## src/hdl/core_sfr_pkg.sv

```systemverilog
package core_sfr_pkg;

  // ==========================================
  // Register addresses in sector 0
  localparam logic [7:0] ADDR_IND0 = 8'h00;
  localparam logic [7:0] ADDR_PTR0 = 8'h01;
  localparam logic [7:0] ADDR_IND1 = 8'h02;
  localparam logic [7:0] ADDR_P1LO = 8'h03;
  localparam logic [7:0] ADDR_P1SEC = 8'h04;
  localparam logic [7:0] ADDR_ACC = 8'h05;
  localparam logic [7:0] ADDR_PCLO = 8'h06;
  localparam logic [7:0] ADDR_TBLO = 8'h07;
  localparam logic [7:0] ADDR_TBRH = 8'h08;
  localparam logic [7:0] ADDR_TBHI = 8'h09;
  localparam logic [7:0] ADDR_FLAGS = 8'h0A;
  localparam logic [7:0] ADDR_BANK = 8'h0B;
  localparam logic [7:0] ADDR_IND2 = 8'h0C;
  localparam logic [7:0] ADDR_P2LO = 8'h0D;
  localparam logic [7:0] ADDR_P2SEC = 8'h0E;
  localparam logic [7:0] SECTOR_ZERO = 8'h00;
  localparam logic [7:0] BYTE_ZERO = 8'h00;

  // ==========================================
  // Field positions of the flag register
  localparam int FLAG_C = 0;
  localparam int FLAG_AC = 1;
  localparam int FLAG_Z = 2;
  localparam int FLAG_OV = 3;
  localparam int FLAG_PDF = 4;
  localparam int FLAG_TO = 5;
  localparam int FLAG_CZ = 6;
  localparam int FLAG_SC = 7;
  localparam logic [7:0] FLAGS_WRITABLE = 8'h0F;
  localparam logic [1:0] BANK_RESET = 2'h0;
  localparam logic [7:0] FLAGS_RESET = 8'h00;

  // ==========================================
  // Arithmetic flag update kinds
  typedef enum logic [2:0]
  {
    ALU_NONE = 3'h0,
    ALU_ADD = 3'h1,
    ALU_SUB = 3'h2,
    ALU_SBC = 3'h3,
    ALU_LOGIC = 3'h4,
    ALU_ROTC = 3'h5
  } alu_kind_t;

  typedef struct packed
  {
    alu_kind_t kind;
    logic [7:0] result;
    logic carry;
    logic nibble_carry;
    logic carry_into_msb;
  } alu_flags_t;

  typedef struct packed
  {
    logic rd;
    logic wr;
    logic ext;
    logic [10:0] addr;
    logic [7:0] wdata;
  } data_req_t;

  typedef struct packed
  {
    logic en;
    logic [7:0] sector;
    logic [7:0] addr;
    logic wr;
    logic [7:0] wdata;
  } mem_req_t;

  // Two-cycle instruction step machine for a program counter write
  typedef enum logic [1:0]
  {
    ST_RUN = 2'b01,
    ST_DUMMY = 2'b10
  } pc_state_t;

endpackage : core_sfr_pkg

```

## src/hdl/core_special_registers.sv

```systemverilog
// Operation
// - Indirect port accesses go to the location held in the paired pointer.
// - Pointer zero with port zero reaches sector zero only.
// - Pointers one and two: high byte selects sector, low byte selects location.
// - All pointers are real registers, readable and writable like any other.
// - Extended direct addresses: upper bits give sector, low byte the location.
// - Bank select two bits pick banks 0 to 3, reset to zero.
// - Upper six bank select bits read zero.
// - Jumps and calls target the selected program bank; software sets it first.
// - Program counter low write jumps within page and adds one dummy cycle.
// - Table read fetches word at table pointers; high byte into table-high register.
// - Software writes to flags leave watchdog and sleep flags unchanged.
// - Carry set on add carry or no subtract borrow; rotates also update.
// - Nibble carry set on low nibble carry or no nibble borrow.
// - Zero flag set when result is zero.
// - Overflow set when carry into and out of MSB differ.
// - Sleep flag clears on power-up or watchdog kick, sets on halt.
// - Watchdog flag clears on power-up, kick or halt, sets on timeout.
// - Sign-xor flag is overflow XOR result MSB.
// - Chained zero: equals zero on subtract, ANDs with zero on subtract-with-borrow.
// - Upper four flags read-only; watchdog and sleep flags power up zero.
// - Flags are not saved on interrupt or call; software saves them.
// - No direct register move; data passes through the accumulator.
// - Indirect port locations read zero and ignore writes.
`timescale 1ns/100ps
module core_special_registers
  import core_sfr_pkg::*;
#(
  parameter int PC_WIDTH = 13,
  parameter int TBL_WIDTH = 16
)
(
  input wire logic clk,
  input wire logic rst_n,
  input core_sfr_pkg::data_req_t data_req,
  output logic [7:0] data_rdata,
  output logic data_hit,
  output core_sfr_pkg::mem_req_t mem_req,
  input wire logic [7:0] mem_rdata,
  input wire logic [7:0] acc_value,
  output logic acc_load,
  output logic [7:0] acc_wdata,
  input core_sfr_pkg::alu_flags_t alu_flags,
  input wire logic kick_watchdog_instr,
  input wire logic halt_instr,
  input wire logic watchdog_timeout,
  input wire logic [PC_WIDTH-1:0] pc_now,
  output logic [PC_WIDTH-1:0] pc_load_value,
  output logic pc_load,
  output logic pipe_stall,
  input wire logic branch_instr,
  input wire logic [PC_WIDTH-3:0] branch_target,
  output logic [PC_WIDTH-1:0] branch_address,
  input wire logic table_read,
  output logic [TBL_WIDTH-1:0] table_address,
  input wire logic [15:0] table_word,
  output logic [7:0] table_low_data,
  output logic table_low_valid
);
  import core_sfr_pkg::*;

  // ==========================================
  // Storage
  logic [7:0] sector0_pointer_q;
  logic [7:0] pointer_one_low_q;
  logic [7:0] pointer_one_sector_q;
  logic [7:0] pointer_two_low_q;
  logic [7:0] pointer_two_sector_q;
  logic [7:0] table_pointer_low_q;
  logic [7:0] table_pointer_high_q;
  logic [7:0] table_read_high_q;
  logic [1:0] program_bank_select_q;
  logic [7:0] core_flags_q;
  logic [7:0] core_flags_d;
  pc_state_t pc_state_q;
  logic [7:0] local_rdata;
  logic local_hit;
  logic [7:0] eff_sector;
  logic [7:0] eff_addr;
  logic is_local;

  function automatic logic is_port(input logic [7:0] a);
    is_port = (a == ADDR_IND0) || (a == ADDR_IND1) || (a == ADDR_IND2);
  endfunction : is_port

  // ==========================================
  // Address redirection
  always_comb
  begin
    eff_sector = {5'h00, data_req.addr[10:8]};
    eff_addr = data_req.addr[7:0];
    if (!data_req.ext && data_req.addr[7:0] == ADDR_IND0)
    begin
      eff_sector = SECTOR_ZERO;
      eff_addr = sector0_pointer_q;
    end
    else if (!data_req.ext && data_req.addr[7:0] == ADDR_IND1)
    begin
      eff_sector = pointer_one_sector_q;
      eff_addr = pointer_one_low_q;
    end
    else if (!data_req.ext && data_req.addr[7:0] == ADDR_IND2)
    begin
      eff_sector = pointer_two_sector_q;
      eff_addr = pointer_two_low_q;
    end
    else if (!data_req.ext)
    begin
      eff_sector = SECTOR_ZERO;
    end
  end

  // Pointer landing on a port location reads zero, not a loop
  assign is_local = (eff_sector == SECTOR_ZERO) && (eff_addr <= ADDR_P2SEC);
  assign mem_req.en = (data_req.rd || data_req.wr) && !is_local;
  assign mem_req.sector = eff_sector;
  assign mem_req.addr = eff_addr;
  assign mem_req.wr = data_req.wr && !is_local;
  assign mem_req.wdata = data_req.wdata;

  // ==========================================
  // Local read mux
  always_comb
  begin
    local_rdata = BYTE_ZERO;
    local_hit = 1'b1;
    if (is_port(eff_addr))
    begin
      local_rdata = BYTE_ZERO;
    end
    else if (eff_addr == ADDR_PTR0)
    begin
      local_rdata = sector0_pointer_q;
    end
    else if (eff_addr == ADDR_P1LO)
    begin
      local_rdata = pointer_one_low_q;
    end
    else if (eff_addr == ADDR_P1SEC)
    begin
      local_rdata = pointer_one_sector_q;
    end
    else if (eff_addr == ADDR_P2LO)
    begin
      local_rdata = pointer_two_low_q;
    end
    else if (eff_addr == ADDR_P2SEC)
    begin
      local_rdata = pointer_two_sector_q;
    end
    else if (eff_addr == ADDR_ACC)
    begin
      local_rdata = acc_value;
    end
    else if (eff_addr == ADDR_PCLO)
    begin
      local_rdata = pc_now[7:0];
    end
    else if (eff_addr == ADDR_TBLO)
    begin
      local_rdata = table_pointer_low_q;
    end
    else if (eff_addr == ADDR_TBRH)
    begin
      local_rdata = table_read_high_q;
    end
    else if (eff_addr == ADDR_TBHI)
    begin
      local_rdata = table_pointer_high_q;
    end
    else if (eff_addr == ADDR_FLAGS)
    begin
      local_rdata = core_flags_q;
    end
    else if (eff_addr == ADDR_BANK)
    begin
      local_rdata = {6'h00, program_bank_select_q};
    end
    else
    begin
      local_hit = 1'b0;
    end
  end

  assign data_rdata = is_local ? local_rdata : mem_rdata;
  assign data_hit = data_req.rd && is_local && local_hit;

  // ==========================================
  // Pointer registers
  always_ff @(posedge clk or negedge rst_n)
  begin
    if (!rst_n)
    begin
      sector0_pointer_q <= BYTE_ZERO;
      pointer_one_low_q <= BYTE_ZERO;
      pointer_one_sector_q <= BYTE_ZERO;
      pointer_two_low_q <= BYTE_ZERO;
      pointer_two_sector_q <= BYTE_ZERO;
    end
    else if (data_req.wr && is_local)
    begin
      if (eff_addr == ADDR_PTR0)
      begin
        sector0_pointer_q <= data_req.wdata;
      end
      else if (eff_addr == ADDR_P1LO)
      begin
        pointer_one_low_q <= data_req.wdata;
      end
      else if (eff_addr == ADDR_P1SEC)
      begin
        pointer_one_sector_q <= data_req.wdata;
      end
      else if (eff_addr == ADDR_P2LO)
      begin
        pointer_two_low_q <= data_req.wdata;
      end
      else if (eff_addr == ADDR_P2SEC)
      begin
        pointer_two_sector_q <= data_req.wdata;
      end
    end
  end

  // ==========================================
  // Accumulator write-through
  assign acc_load = data_req.wr && is_local && (eff_addr == ADDR_ACC);
  assign acc_wdata = data_req.wdata;

  // ==========================================
  // Program bank and branch
  always_ff @(posedge clk or negedge rst_n)
  begin
    if (!rst_n)
    begin
      program_bank_select_q <= BANK_RESET;
    end
    else if (data_req.wr && is_local && eff_addr == ADDR_BANK)
    begin
      program_bank_select_q <= data_req.wdata[1:0];
    end
  end

  assign branch_address = {program_bank_select_q, branch_target};

  // ==========================================
  // Program counter low write
  assign pc_load = data_req.wr && is_local && (eff_addr == ADDR_PCLO) && (pc_state_q == ST_RUN);
  assign pc_load_value = {pc_now[PC_WIDTH-1:8], data_req.wdata};

  always_ff @(posedge clk or negedge rst_n)
  begin
    if (!rst_n)
    begin
      pc_state_q <= ST_RUN;
    end
    else
    begin
      case (pc_state_q)
        ST_RUN:
        begin
          if (pc_load)
          begin
            pc_state_q <= ST_DUMMY;
          end
        end
        ST_DUMMY:
        begin
          pc_state_q <= ST_RUN;
        end
        default:
        begin
          pc_state_q <= ST_RUN;
        end
      endcase
    end
  end

  assign pipe_stall = (pc_state_q == ST_DUMMY);

  // ==========================================
  // Table read
  always_ff @(posedge clk or negedge rst_n)
  begin
    if (!rst_n)
    begin
      table_pointer_low_q <= BYTE_ZERO;
      table_pointer_high_q <= BYTE_ZERO;
    end
    else if (data_req.wr && is_local && eff_addr == ADDR_TBLO)
    begin
      table_pointer_low_q <= data_req.wdata;
    end
    else if (data_req.wr && is_local && eff_addr == ADDR_TBHI)
    begin
      table_pointer_high_q <= data_req.wdata;
    end
  end

  assign table_address = TBL_WIDTH'({table_pointer_high_q, table_pointer_low_q});

  always_ff @(posedge clk or negedge rst_n)
  begin
    if (!rst_n)
    begin
      table_read_high_q <= BYTE_ZERO;
      table_low_data <= BYTE_ZERO;
      table_low_valid <= 1'b0;
    end
    else
    begin
      table_low_valid <= table_read;
      if (table_read)
      begin
        table_read_high_q <= table_word[15:8];
        table_low_data <= table_word[7:0];
      end
    end
  end

  // ==========================================
  // Flags
  always_comb
  begin
    core_flags_d = core_flags_q;
    if (data_req.wr && is_local && eff_addr == ADDR_FLAGS)
    begin
      core_flags_d = (core_flags_q & ~FLAGS_WRITABLE) | (data_req.wdata & FLAGS_WRITABLE);
    end
    case (alu_flags.kind)
      ALU_ADD, ALU_SUB, ALU_SBC:
      begin
        core_flags_d[FLAG_C] = alu_flags.carry;
        core_flags_d[FLAG_AC] = alu_flags.nibble_carry;
        core_flags_d[FLAG_Z] = (alu_flags.result == BYTE_ZERO);
        core_flags_d[FLAG_OV] = alu_flags.carry_into_msb ^ alu_flags.carry;
        core_flags_d[FLAG_SC] = core_flags_d[FLAG_OV] ^ alu_flags.result[7];
        if (alu_flags.kind == ALU_SUB)
        begin
          core_flags_d[FLAG_CZ] = core_flags_d[FLAG_Z];
        end
        else if (alu_flags.kind == ALU_SBC)
        begin
          core_flags_d[FLAG_CZ] = core_flags_q[FLAG_CZ] & core_flags_d[FLAG_Z];
        end
      end
      ALU_LOGIC:
      begin
        core_flags_d[FLAG_Z] = (alu_flags.result == BYTE_ZERO);
      end
      ALU_ROTC:
      begin
        core_flags_d[FLAG_C] = alu_flags.carry;
      end
      default:
      begin
      end
    endcase
    if (kick_watchdog_instr)
    begin
      core_flags_d[FLAG_PDF] = 1'b0;
      core_flags_d[FLAG_TO] = 1'b0;
    end
    if (halt_instr)
    begin
      core_flags_d[FLAG_PDF] = 1'b1;
      core_flags_d[FLAG_TO] = 1'b0;
    end
    // Timeout wins so a same-cycle kick cannot hide it
    if (watchdog_timeout)
    begin
      core_flags_d[FLAG_TO] = 1'b1;
    end
  end

  // Flags are never stacked on call or interrupt
  always_ff @(posedge clk or negedge rst_n)
  begin
    if (!rst_n)
    begin
      core_flags_q <= FLAGS_RESET;
    end
    else
    begin
      core_flags_q <= core_flags_d;
    end
  end

endmodule : core_special_registers
```

## config.mk

```make
export PLATFORM = sky130hd
export DESIGN_NAME = core_special_registers
export DESIGN_NICKNAME = d
export VERILOG_FILES = /design/src/hdl/core_sfr_pkg.sv /design/src/hdl/core_special_registers.sv
export SDC_FILE = /design/constraint.sdc
export NUM_CORES = 1
export LEC_CHECK = 0
export BUFFER_PORTS_ARGS = -buffer_cell sky130_fd_sc_hd__buf_2
export CORE_AREA = 2 2 138 140
export DETAILED_ROUTE_END_ITERATION = 10
export DIE_AREA = 0 0 140 142
export PLACE_DENSITY = 0.55
export SLEW_MARGIN = 20
export SYNTH_ARGS = -nofsm -noshare
export SYNTH_HDL_FRONTEND = slang
export SYNTH_SLANG_ARGS = --single-unit
```

## constraint.sdc

```tcl
create_clock -name clk -period 8.45 [get_ports clk]
set_input_delay 1.69 -clock clk [delete_from_list [all_inputs] [get_ports clk]]
set_output_delay 1.69 -clock clk [all_outputs]
set_load 0.1 [all_outputs]
```

==> run metrics, run 1 <==
violated checks=design-rule violations; Chip Height=between 100 and 150 um; CTS root buffer=sky130_fd_sc_hd__clkbuf_16; clock transition at the registers of the reported paths=roughly 0.050 ns; clock tree from TritonCTS=built; Std-Cell Rows=50; flip-flop and latch count after synthesis=85; Final Critical Period=7.57 ns; synthesized instance count=545; final core utilization=about a third; number of standard cells in the layout, taps in and fillers out=894; combined area of all synthesized cells=~5500 um2; # hold bufs at CTS=0; Max clock buf depth=2; weighted congestion reported at the end of routability-driven placement=0.884; via count=between 4000 and 5000; Pre-Repair DR Iteration Count=8; detailed-route DRC error count=12; nets=roughly 760; routed wire length=18.3 mm; Power Total=~1.1 mW; number of enable flip-flop cells after synthesis=0; mean area per synthesized cell=between 10 and 15 um2; clock network latency to the later pin of the worst-skew pair=approximately 0.35 ns; share of synthesized area spent on multiplexers=between 10% and 20%; area fraction in compound gates after synthesis=20.0%; share of flip-flops with an asynchronous set or reset=100%; H-tree levels=3; count of distinct cell types in the synthesized netlist=65; worst hold slack across all endpoints=0.483 ns; pin count of the biggest net entering global routing=47; total setup buffers inserted after CTS=0; Met3 Wirelength=approximately 1.1 mm; highest-count cells in the layout ignoring fill and taps=161 x sky130_fd_sc_hd__buf_2, 84 x sky130_fd_sc_hd__dfrtp_1, 77 x sky130_fd_sc_hd__mux2_2; number of placed cells counting well taps=~880; remaining max-slew budget at the tightest pin=a little under two fifths; outcome=finished with violations; final total negative setup slack=0 ns; overall die area=19900 um2; Layout Skew=around 0.010 ns; post-route design area=between 6000 and 7000 um2; final cycle utilization of the critical path=between 80% and 90%; unrepaired setup endpoints after global routing=no; number of nets produced by synthesis=about 640; die outline width=between 100 and 150 um; startpoint kind of the worst setup timing path=input pin; largest family of logic cells by synthesized area=compound AO/OA/AOI/OAI gates; Worst Setup Path Type=in -> out; power per cell area=~170 nW/um2; clock buffer count from CTS=9; most common cell after layout, fill and taps aside=sky130_fd_sc_hd__buf_2; count of pins on the block boundary=roughly 200; initial drt markers=364; length of routed wiring on met1=8.29 mm; XOR/XNOR Fraction of Synth Area=0.321%; antenna violations before repair=0; class of the worst hold path=reg -> reg; number of cells upsized or downsized after cts=0; top metal layer carrying routed signals=met4; data arrival time of the critical path=approximately 5.9 ns; largest voltage drop on the vdd net=about 0.094 mV; final max-slew violation count=0; internal reg-to-reg setup slack=approximately 4.7 ns; antenna-violating nets left=0; input/output buffers=~160; area share of and/or/nand/nor cells after synthesis=13.0%; sequential share of the synthesized area=39.0%; fin worst setup slack=~0.88 ns; via density per instance=roughly 5.4; global-route wire length before repair=about 28 mm; data required time of the worst path=6.76 ns; count of antenna diodes in the layout=0; sort of element at the end of the critical path=primary output; met2 wire len=8.56 mm; synthesis-to-layout area growth=19.4%; max-cap viol count=0; placement-stage worst setup slack=between 0.8 and 0.9 ns; warnings from Yosys=0; final setup violation count=0; critical path peak fanout=20; Post-DP Area=6240 um2; pin slew with the least headroom to its limit=approximately 0.94 ns; fraction of final layout cells with drive strength greater than 1=a little over two fifths; global-route usage over all layers=18.4%; GRT overflow=0; clock net sink count=85; initial core utilization=between 20% and 30%; highest achievable clock rate=about 130 MHz; prevailing post-synth register cell=sky130_fd_sc_hd__dfrtp_1; final hold violation count=0; drt wl/cell=20.5 um; via count of the first global-routing pass=4732; final HPWL from detailed placement=about 14 mm; Filler Cells Inserted=about 1900; area of the core=about 18000 um2; Post-Synth Adder-Cell Area=0%; leakage power=roughly 3.1 nW
-- cells in the mapped netlist (3+ instances only) --
library cell,instances,area [um2]
sky130_fd_sc_hd__dfrtp_1,84,2100
sky130_fd_sc_hd__mux2_2,77,867
sky130_fd_sc_hd__buf_4,40,300
sky130_fd_sc_hd__nand2_1,30,113
sky130_fd_sc_hd__nor2_1,27,101
sky130_fd_sc_hd__clkbuf_1,24,90.1
sky130_fd_sc_hd__a21oi_1,23,115
sky130_fd_sc_hd__inv_1,21,78.8
sky130_fd_sc_hd__o22ai_1,15,93.8
sky130_fd_sc_hd__mux2i_1,14,140
sky130_fd_sc_hd__a22oi_1,13,97.6
sky130_fd_sc_hd__a211oi_1,12,90.1
sky130_fd_sc_hd__and3_1,12,75.1
sky130_fd_sc_hd__o211ai_1,10,75.1
sky130_fd_sc_hd__o31ai_1,10,75.1
sky130_fd_sc_hd__a21o_1,9,67.6
sky130_fd_sc_hd__nor4_1,7,43.8
sky130_fd_sc_hd__o32ai_1,7,61.3
sky130_fd_sc_hd__nand2b_1,6,37.5
sky130_fd_sc_hd__nand3_1,6,30.0
sky130_fd_sc_hd__o221ai_1,6,52.6
sky130_fd_sc_hd__or2_2,6,37.5
sky130_fd_sc_hd__nor2_2,5,31.3
sky130_fd_sc_hd__o2111ai_1,5,43.8
sky130_fd_sc_hd__o21ai_0,5,25.0
sky130_fd_sc_hd__and2_1,4,25.0
sky130_fd_sc_hd__buf_1,4,15.0
sky130_fd_sc_hd__nor3_1,4,20.0
sky130_fd_sc_hd__or4_1,4,30.0
sky130_fd_sc_hd__a22o_1,3,26.3
sky130_fd_sc_hd__and4b_1,3,30.0
sky130_fd_sc_hd__nor2b_1,3,18.8
sky130_fd_sc_hd__o32a_1,3,30.0
-- where the power goes --
part / switching [mW] / internal, mW
Clock: 0.164 / 0.206
Sequential: 0.0123 / 0.424
Combinational: 0.239 / 0.0703
-- worst max-delay path, stage by stage --
cell,delay [ns]
sky130_fd_sc_hd__buf_2,0.19
sky130_fd_sc_hd__or4_1,0.68
sky130_fd_sc_hd__nor2_1,0.51
sky130_fd_sc_hd__a221o_1,0.29
sky130_fd_sc_hd__and4_1,0.66
sky130_fd_sc_hd__nand3_1,0.54
sky130_fd_sc_hd__o221a_2,0.40
sky130_fd_sc_hd__o32a_1,0.28
sky130_fd_sc_hd__o21ai_1,0.15
sky130_fd_sc_hd__buf_2,0.48
-- cell type report --
| class | count | area [um2] | share of cell area [%] |
|---|---|---|---|
| clock buffer | 12 | 246 | 3.79 |
| multi-input combinational | 368 | 2860 | 44.0 |
| clock inverter | 3 | 22.5 | 0.346 |
| sequential | 85 | 2130 | 32.7 |
| inverter | 22 | 82.6 | 1.27 |
| tap | 234 | 293 | 4.50 |
| timing repair buffer | 170 | 873 | 13.4 |
-- path summary, 6_finish.rpt --
check,from,to,depth (start not counted)
setup / recovery,data_req[10],data_rdata[2],10
hold / removal,pc_state_q[1],pc_state_q[1],1
setup reg to reg,pointer_one_low_q[1],table_pointer_low_q[3],10
hold reg to reg,pc_state_q[1],pc_state_q[1],1
max in group asynchronous,rst_n,table_pointer_high_q[1],2
min in group asynchronous,rst_n,table_pointer_low_q[7],1
-- per-layer routing --
metal  vias up  track usage [%]
met5         -                0
met4         0             6.43
li1       2244                -
met3        24             3.84
met2       173             29.7
met1      2375             24.6
-- logic make-up after synthesis --
kind of cell,after synthesis
flip-flops,85
AO/OA/AOI/OAI,144
AND/OR/NAND/NOR,131
XOR/XNOR,2
buffers and inverters,92
multiplexers,91
No activity file was read; power rests on OpenSTA's default activity.
==> inputs of run 2 (changes only) <==
- BUFFER_PORTS_ARGS: -buffer_cell sky130_fd_sc_hd__buf_2 -> -buffer_cell sky130_fd_sc_hd__buf_4
- SLEW_MARGIN: 20 -> 0
==> run metrics, run 2 (same netlist as run 1, synthesis figures left out) <==
Worst Setup Path Type=in -> out; max-cap viol count=0 (unchanged); violated checks=design-rule violations; fraction of final layout cells with drive strength greater than 1=43.4% (about the same); GRT overflow=0 (unchanged); H-tree levels=3 (unchanged); pin slew with the least headroom to its limit=1.13 ns (+0.195 ns); drt wl/cell=21.1 um (+2.9%); count of pins on the block boundary=196 (unchanged); final hold violation count=0 (unchanged); class of the worst hold path=reg -> reg; nets=756 (+0.13%); clock tree from TritonCTS=built; clock transition at the registers of the reported paths=0.06 ns (about the same); Final Critical Period=7.15 ns (-0.421 ns); number of standard cells in the layout, taps in and fillers out=896 (+0.22%); detailed-route DRC error count=12 (unchanged); weighted congestion reported at the end of routability-driven placement=0.881 (-0.29%); overall die area=19900 um2 (unchanged); most common cell after layout, fill and taps aside=sky130_fd_sc_hd__buf_4; initial core utilization=29.5% (unchanged); outcome=finished with violations; final max-slew violation count=0 (unchanged); synthesis-to-layout area growth=27.1%; Chip Height=142 um (unchanged); sort of element at the end of the critical path=primary output; global-route usage over all layers=18.6% (+0.20 points); # hold bufs at CTS=0 (unchanged); Layout Skew=0.00784 ns (-0.00264 ns); final setup violation count=0 (unchanged); highest-count cells in the layout ignoring fill and taps=171 x sky130_fd_sc_hd__buf_4, 84 x sky130_fd_sc_hd__dfrtp_1, 77 x sky130_fd_sc_hd__mux2_2; data arrival time of the critical path=5.46 ns (-0.42 ns); routed wire length=18.9 mm (+3.1%); number of cells upsized or downsized after cts=0 (unchanged); via count of the first global-routing pass=4856 (+2.6%); fin worst setup slack=1.30 ns (+0.421 ns); unrepaired setup endpoints after global routing=no; initial drt markers=386 (+6.0%); Std-Cell Rows=50 (unchanged); area of the core=18500 um2 (unchanged); power per cell area=166 nW/um2 (-3.0%); remaining max-slew budget at the tightest pin=24.4% (-12 points); global-route wire length before repair=28.1 mm (+1.2%); final HPWL from detailed placement=14.4 mm (+3.0%); clock net sink count=85 (unchanged); count of antenna diodes in the layout=0 (unchanged); data required time of the worst path=6.76 ns (about the same); highest achievable clock rate=140 MHz (+5.9%); placement-stage worst setup slack=1.34 ns (+0.463 ns); antenna violations before repair=0 (unchanged); clock buffer count from CTS=9 (unchanged); startpoint kind of the worst setup timing path=input pin; die outline width=140 um (unchanged); pin count of the biggest net entering global routing=86 (+83%); Max clock buf depth=2 (unchanged); via density per instance=5.42 (+0.56%); via count=4854 (+0.79%); input/output buffers=162 (unchanged); leakage power=3.26 nW (+4.0%); critical path peak fanout=20 (unchanged); CTS root buffer=sky130_fd_sc_hd__clkbuf_16; largest voltage drop on the vdd net=0.112 mV (+20%); final cycle utilization of the critical path=84.6% (-5.0 points); number of placed cells counting well taps=880 (+0.11%); clock network latency to the later pin of the worst-skew pair=0.35 ns (about the same); Pre-Repair DR Iteration Count=8 (unchanged); antenna-violating nets left=0 (unchanged); total setup buffers inserted after CTS=0 (unchanged)
[run 2: final cells by class]
cell class	count	area, um2
repair buffers	171	1280
well taps	234	293
flip-flops and latches	85	2130
inverters	22	82.6
clock buffers	13	260
clock inverters	3	21.3
fillers	1851	11500
multi-input cells	368	2860
[run 2: worst max-delay path: stages]
cell	delay [ns]
sky130_fd_sc_hd__buf_4	0.17
sky130_fd_sc_hd__or4_1	0.65
sky130_fd_sc_hd__nor2_1	0.53
sky130_fd_sc_hd__a221o_1	0.33
sky130_fd_sc_hd__and4_1	0.68
sky130_fd_sc_hd__nand3_1	0.14
sky130_fd_sc_hd__buf_4	0.23
sky130_fd_sc_hd__o221a_2	0.27
sky130_fd_sc_hd__o32a_1	0.28
sky130_fd_sc_hd__o21ai_1	0.15
sky130_fd_sc_hd__buf_4	0.34
[run 2: worst paths after layout]
kind | start | end | slack (ns) | depth (start not counted)
setup / recovery | data_req[10] | data_rdata[2] | 1.30 | 11
hold / removal | pc_state_q[1] | pc_state_q[1] | 0.48 | 1
setup reg to reg | pointer_one_low_q[1] | table_pointer_low_q[4] | 4.90 | 11
hold reg to reg | pc_state_q[1] | pc_state_q[1] | 0.48 | 1
max in group asynchronous | rst_n | sector0_pointer_q[6] | 6.15 | 1
min in group asynchronous | rst_n | table_low_data[5] | 1.53 | 1
[run 2: metrics by stage]
stage          util, %  TNS [ns]  total power, mW  instance area (um2)  hold WS, ns
5_1_grt           37.5         0             1.19                 6930        0.505
3_3_place_gp      36.0         0            0.773                 6650        0.465
6_report          37.5         0             1.15                 6930        0.478
2_1_floorplan        -    -0.296            0.711                 5480        0.447
4_1_cts           37.5         0             1.16                 6930        0.484
3_5_place_dp      36.0         0            0.777                 6650        0.476
[run 2: power by group]
group          leakage (nW)  switching, mW  internal (mW)
clock network         0.136          0.166          0.216
logic                  2.00          0.240         0.0920
registers              1.13         0.0129          0.424
[run 2: layer usage]
metal  vias up  part of all wire [%]  track usage [%]
li1       2238                     -                -
met1      2410                    44             24.2
met2       175                    48             30.7
met3        31                   5.3             3.84
met4         0                   2.2             6.91
met5         -                     0                0
==> inputs of run 3 (changes only) <==
- clock period: 8.45 -> 7.2 ns (I/O delays scaled with it)
==> run metrics, run 3 (same netlist as run 1, synthesis figures left out) <==
input/output buffers=162 (unchanged); clock tree from TritonCTS=built; initial drt markers=356 (-7.8%); synthesis-to-layout area growth=28.2%; nets=759 (+0.40%); max-cap viol count=0 (unchanged); post-route design area=6990 um2 (+0.89%); GRT overflow=0 (unchanged); count of antenna diodes in the layout=0 (unchanged); area of the core=18500 um2 (unchanged); Power Total=1.40 mW (+21%); Layout Skew=0.00597 ns (-0.00187 ns); routed wire length=18.8 mm (-0.31%); via count=4882 (+0.58%); overall die area=19900 um2 (unchanged); power per cell area=200 nW/um2 (+20%); sort of element at the end of the critical path=primary output; pin slew with the least headroom to its limit=1.14 ns (+0.00786 ns); number of cells upsized or downsized after cts=0 (unchanged); remaining max-slew budget at the tightest pin=23.7% (-0.69 points); count of pins on the block boundary=196 (unchanged); pin count of the biggest net entering global routing=86 (unchanged); final cycle utilization of the critical path=a little over nine tenths; leakage power=3.29 nW (+1.1%); Chip Height=142 um (unchanged); final setup violation count=0 (unchanged); drt wl/cell=20.9 um (-0.65%); Post-DP Area=6680 um2 (+0.45%); startpoint kind of the worst setup timing path=input pin; class of the worst hold path=reg -> reg; global-route wire length before repair=28.5 mm (+1.3%); detailed-route DRC error count=11 (-1); Std-Cell Rows=50 (unchanged); largest voltage drop on the vdd net=0.157 mV (+40%); Final Critical Period=roughly 6.8 ns; final hold violation count=0 (unchanged); final max-slew violation count=0 (unchanged); clock net sink count=85 (unchanged); global-route usage over all layers=18.7% (+0.13 points); total setup buffers inserted after CTS=0 (unchanged); die outline width=140 um (unchanged); Max clock buf depth=2 (unchanged); highest achievable clock rate=roughly 150 MHz; H-tree levels=3 (unchanged); outcome=finished with violations; via count of the first global-routing pass=5007 (+3.1%); # hold bufs at CTS=0 (unchanged); antenna-violating nets left=0 (unchanged); via density per instance=5.43 (+0.24%); highest-count cells in the layout ignoring fill and taps=174 x sky130_fd_sc_hd__buf_4, 84 x sky130_fd_sc_hd__dfrtp_1, 77 x sky130_fd_sc_hd__mux2_2; data arrival time of the critical path=5.36 ns (-0.10 ns); most common cell after layout, fill and taps aside=sky130_fd_sc_hd__buf_4; antenna violations before repair=0 (unchanged); CTS root buffer=sky130_fd_sc_hd__clkbuf_16; clock transition at the registers of the reported paths=0.06 ns (about the same); final core utilization=37.9% (+0.33 points); Worst Setup Path Type=in -> out; violated checks=design-rule violations; Pre-Repair DR Iteration Count=8 (unchanged); clock network latency to the later pin of the worst-skew pair=0.34 ns (about the same); internal reg-to-reg setup slack=3.75 ns (-1.15 ns); initial core utilization=29.5% (unchanged); worst hold slack across all endpoints=0.495 ns (+0.0170 ns); critical path peak fanout=17 (-15%); unrepaired setup endpoints after global routing=no; weighted congestion reported at the end of routability-driven placement=0.894 (+1.4%); data required time of the worst path=5.76 ns (-1.00 ns); final HPWL from detailed placement=14.6 mm (+1.6%); fraction of final layout cells with drive strength greater than 1=43.6% (+0.26 points); clock buffer count from CTS=9 (unchanged)
-- run 3: critical path, stage by stage --
cell,delay [ns]
sky130_fd_sc_hd__buf_4,0.12
sky130_fd_sc_hd__or4_1,0.74
sky130_fd_sc_hd__or3_1,0.46
sky130_fd_sc_hd__o32ai_2,0.61
sky130_fd_sc_hd__nand2_1,0.66
sky130_fd_sc_hd__o22ai_1,0.41
sky130_fd_sc_hd__a22oi_1,0.15
sky130_fd_sc_hd__a211oi_1,0.38
sky130_fd_sc_hd__o32ai_2,0.13
sky130_fd_sc_hd__buf_4,0.24
-- run 3: final cells by class --
cell class	count	area [um2]
fill	1832	11500
multi-input combinational	368	2870
sequential	85	2130
timing repair buffer	174	1310
tap	234	293
clock buffer	14	274
inverter	22	82.6
clock inverter	2	38.8
-- run 3: power by group --
group          internal, mW  switching [mW]  total (mW)
clock network         0.299           0.192       0.491
registers             0.498          0.0160       0.514
logic                 0.110           0.282       0.392
total                 0.907           0.490        1.40
-- run 3: per-layer routing --
metal	global-route usage (%)	share of wire (%)	routed length [um]
met3	4.17	6.3	1190
met4	7.12	2.7	517
met2	30.6	47	8800
met5	0	0	0
met1	24.4	44	8300
-- run 3: final timing paths --
kind,start,end,depth (start not counted)
max,data_req[8],data_rdata[7],10
min,core_flags_q[4],core_flags_q[4],1
max reg2reg,pointer_two_low_q[3],table_pointer_low_q[0],8
min reg2reg,core_flags_q[4],core_flags_q[4],1
max in group asynchronous,rst_n,core_flags_q[7],1
min in group asynchronous,rst_n,table_pointer_low_q[7],1
-- run 3: stage by stage --
stage                     cells  setup TNS [ns]  setup WS (ns)
after detailed placement    883               0          0.541
after global placement      883               0          0.614
after CTS                   899               0          0.515
after global routing        899               0          0.247
after floorplan             545          -0.535         -0.535
final                       899               0          0.396
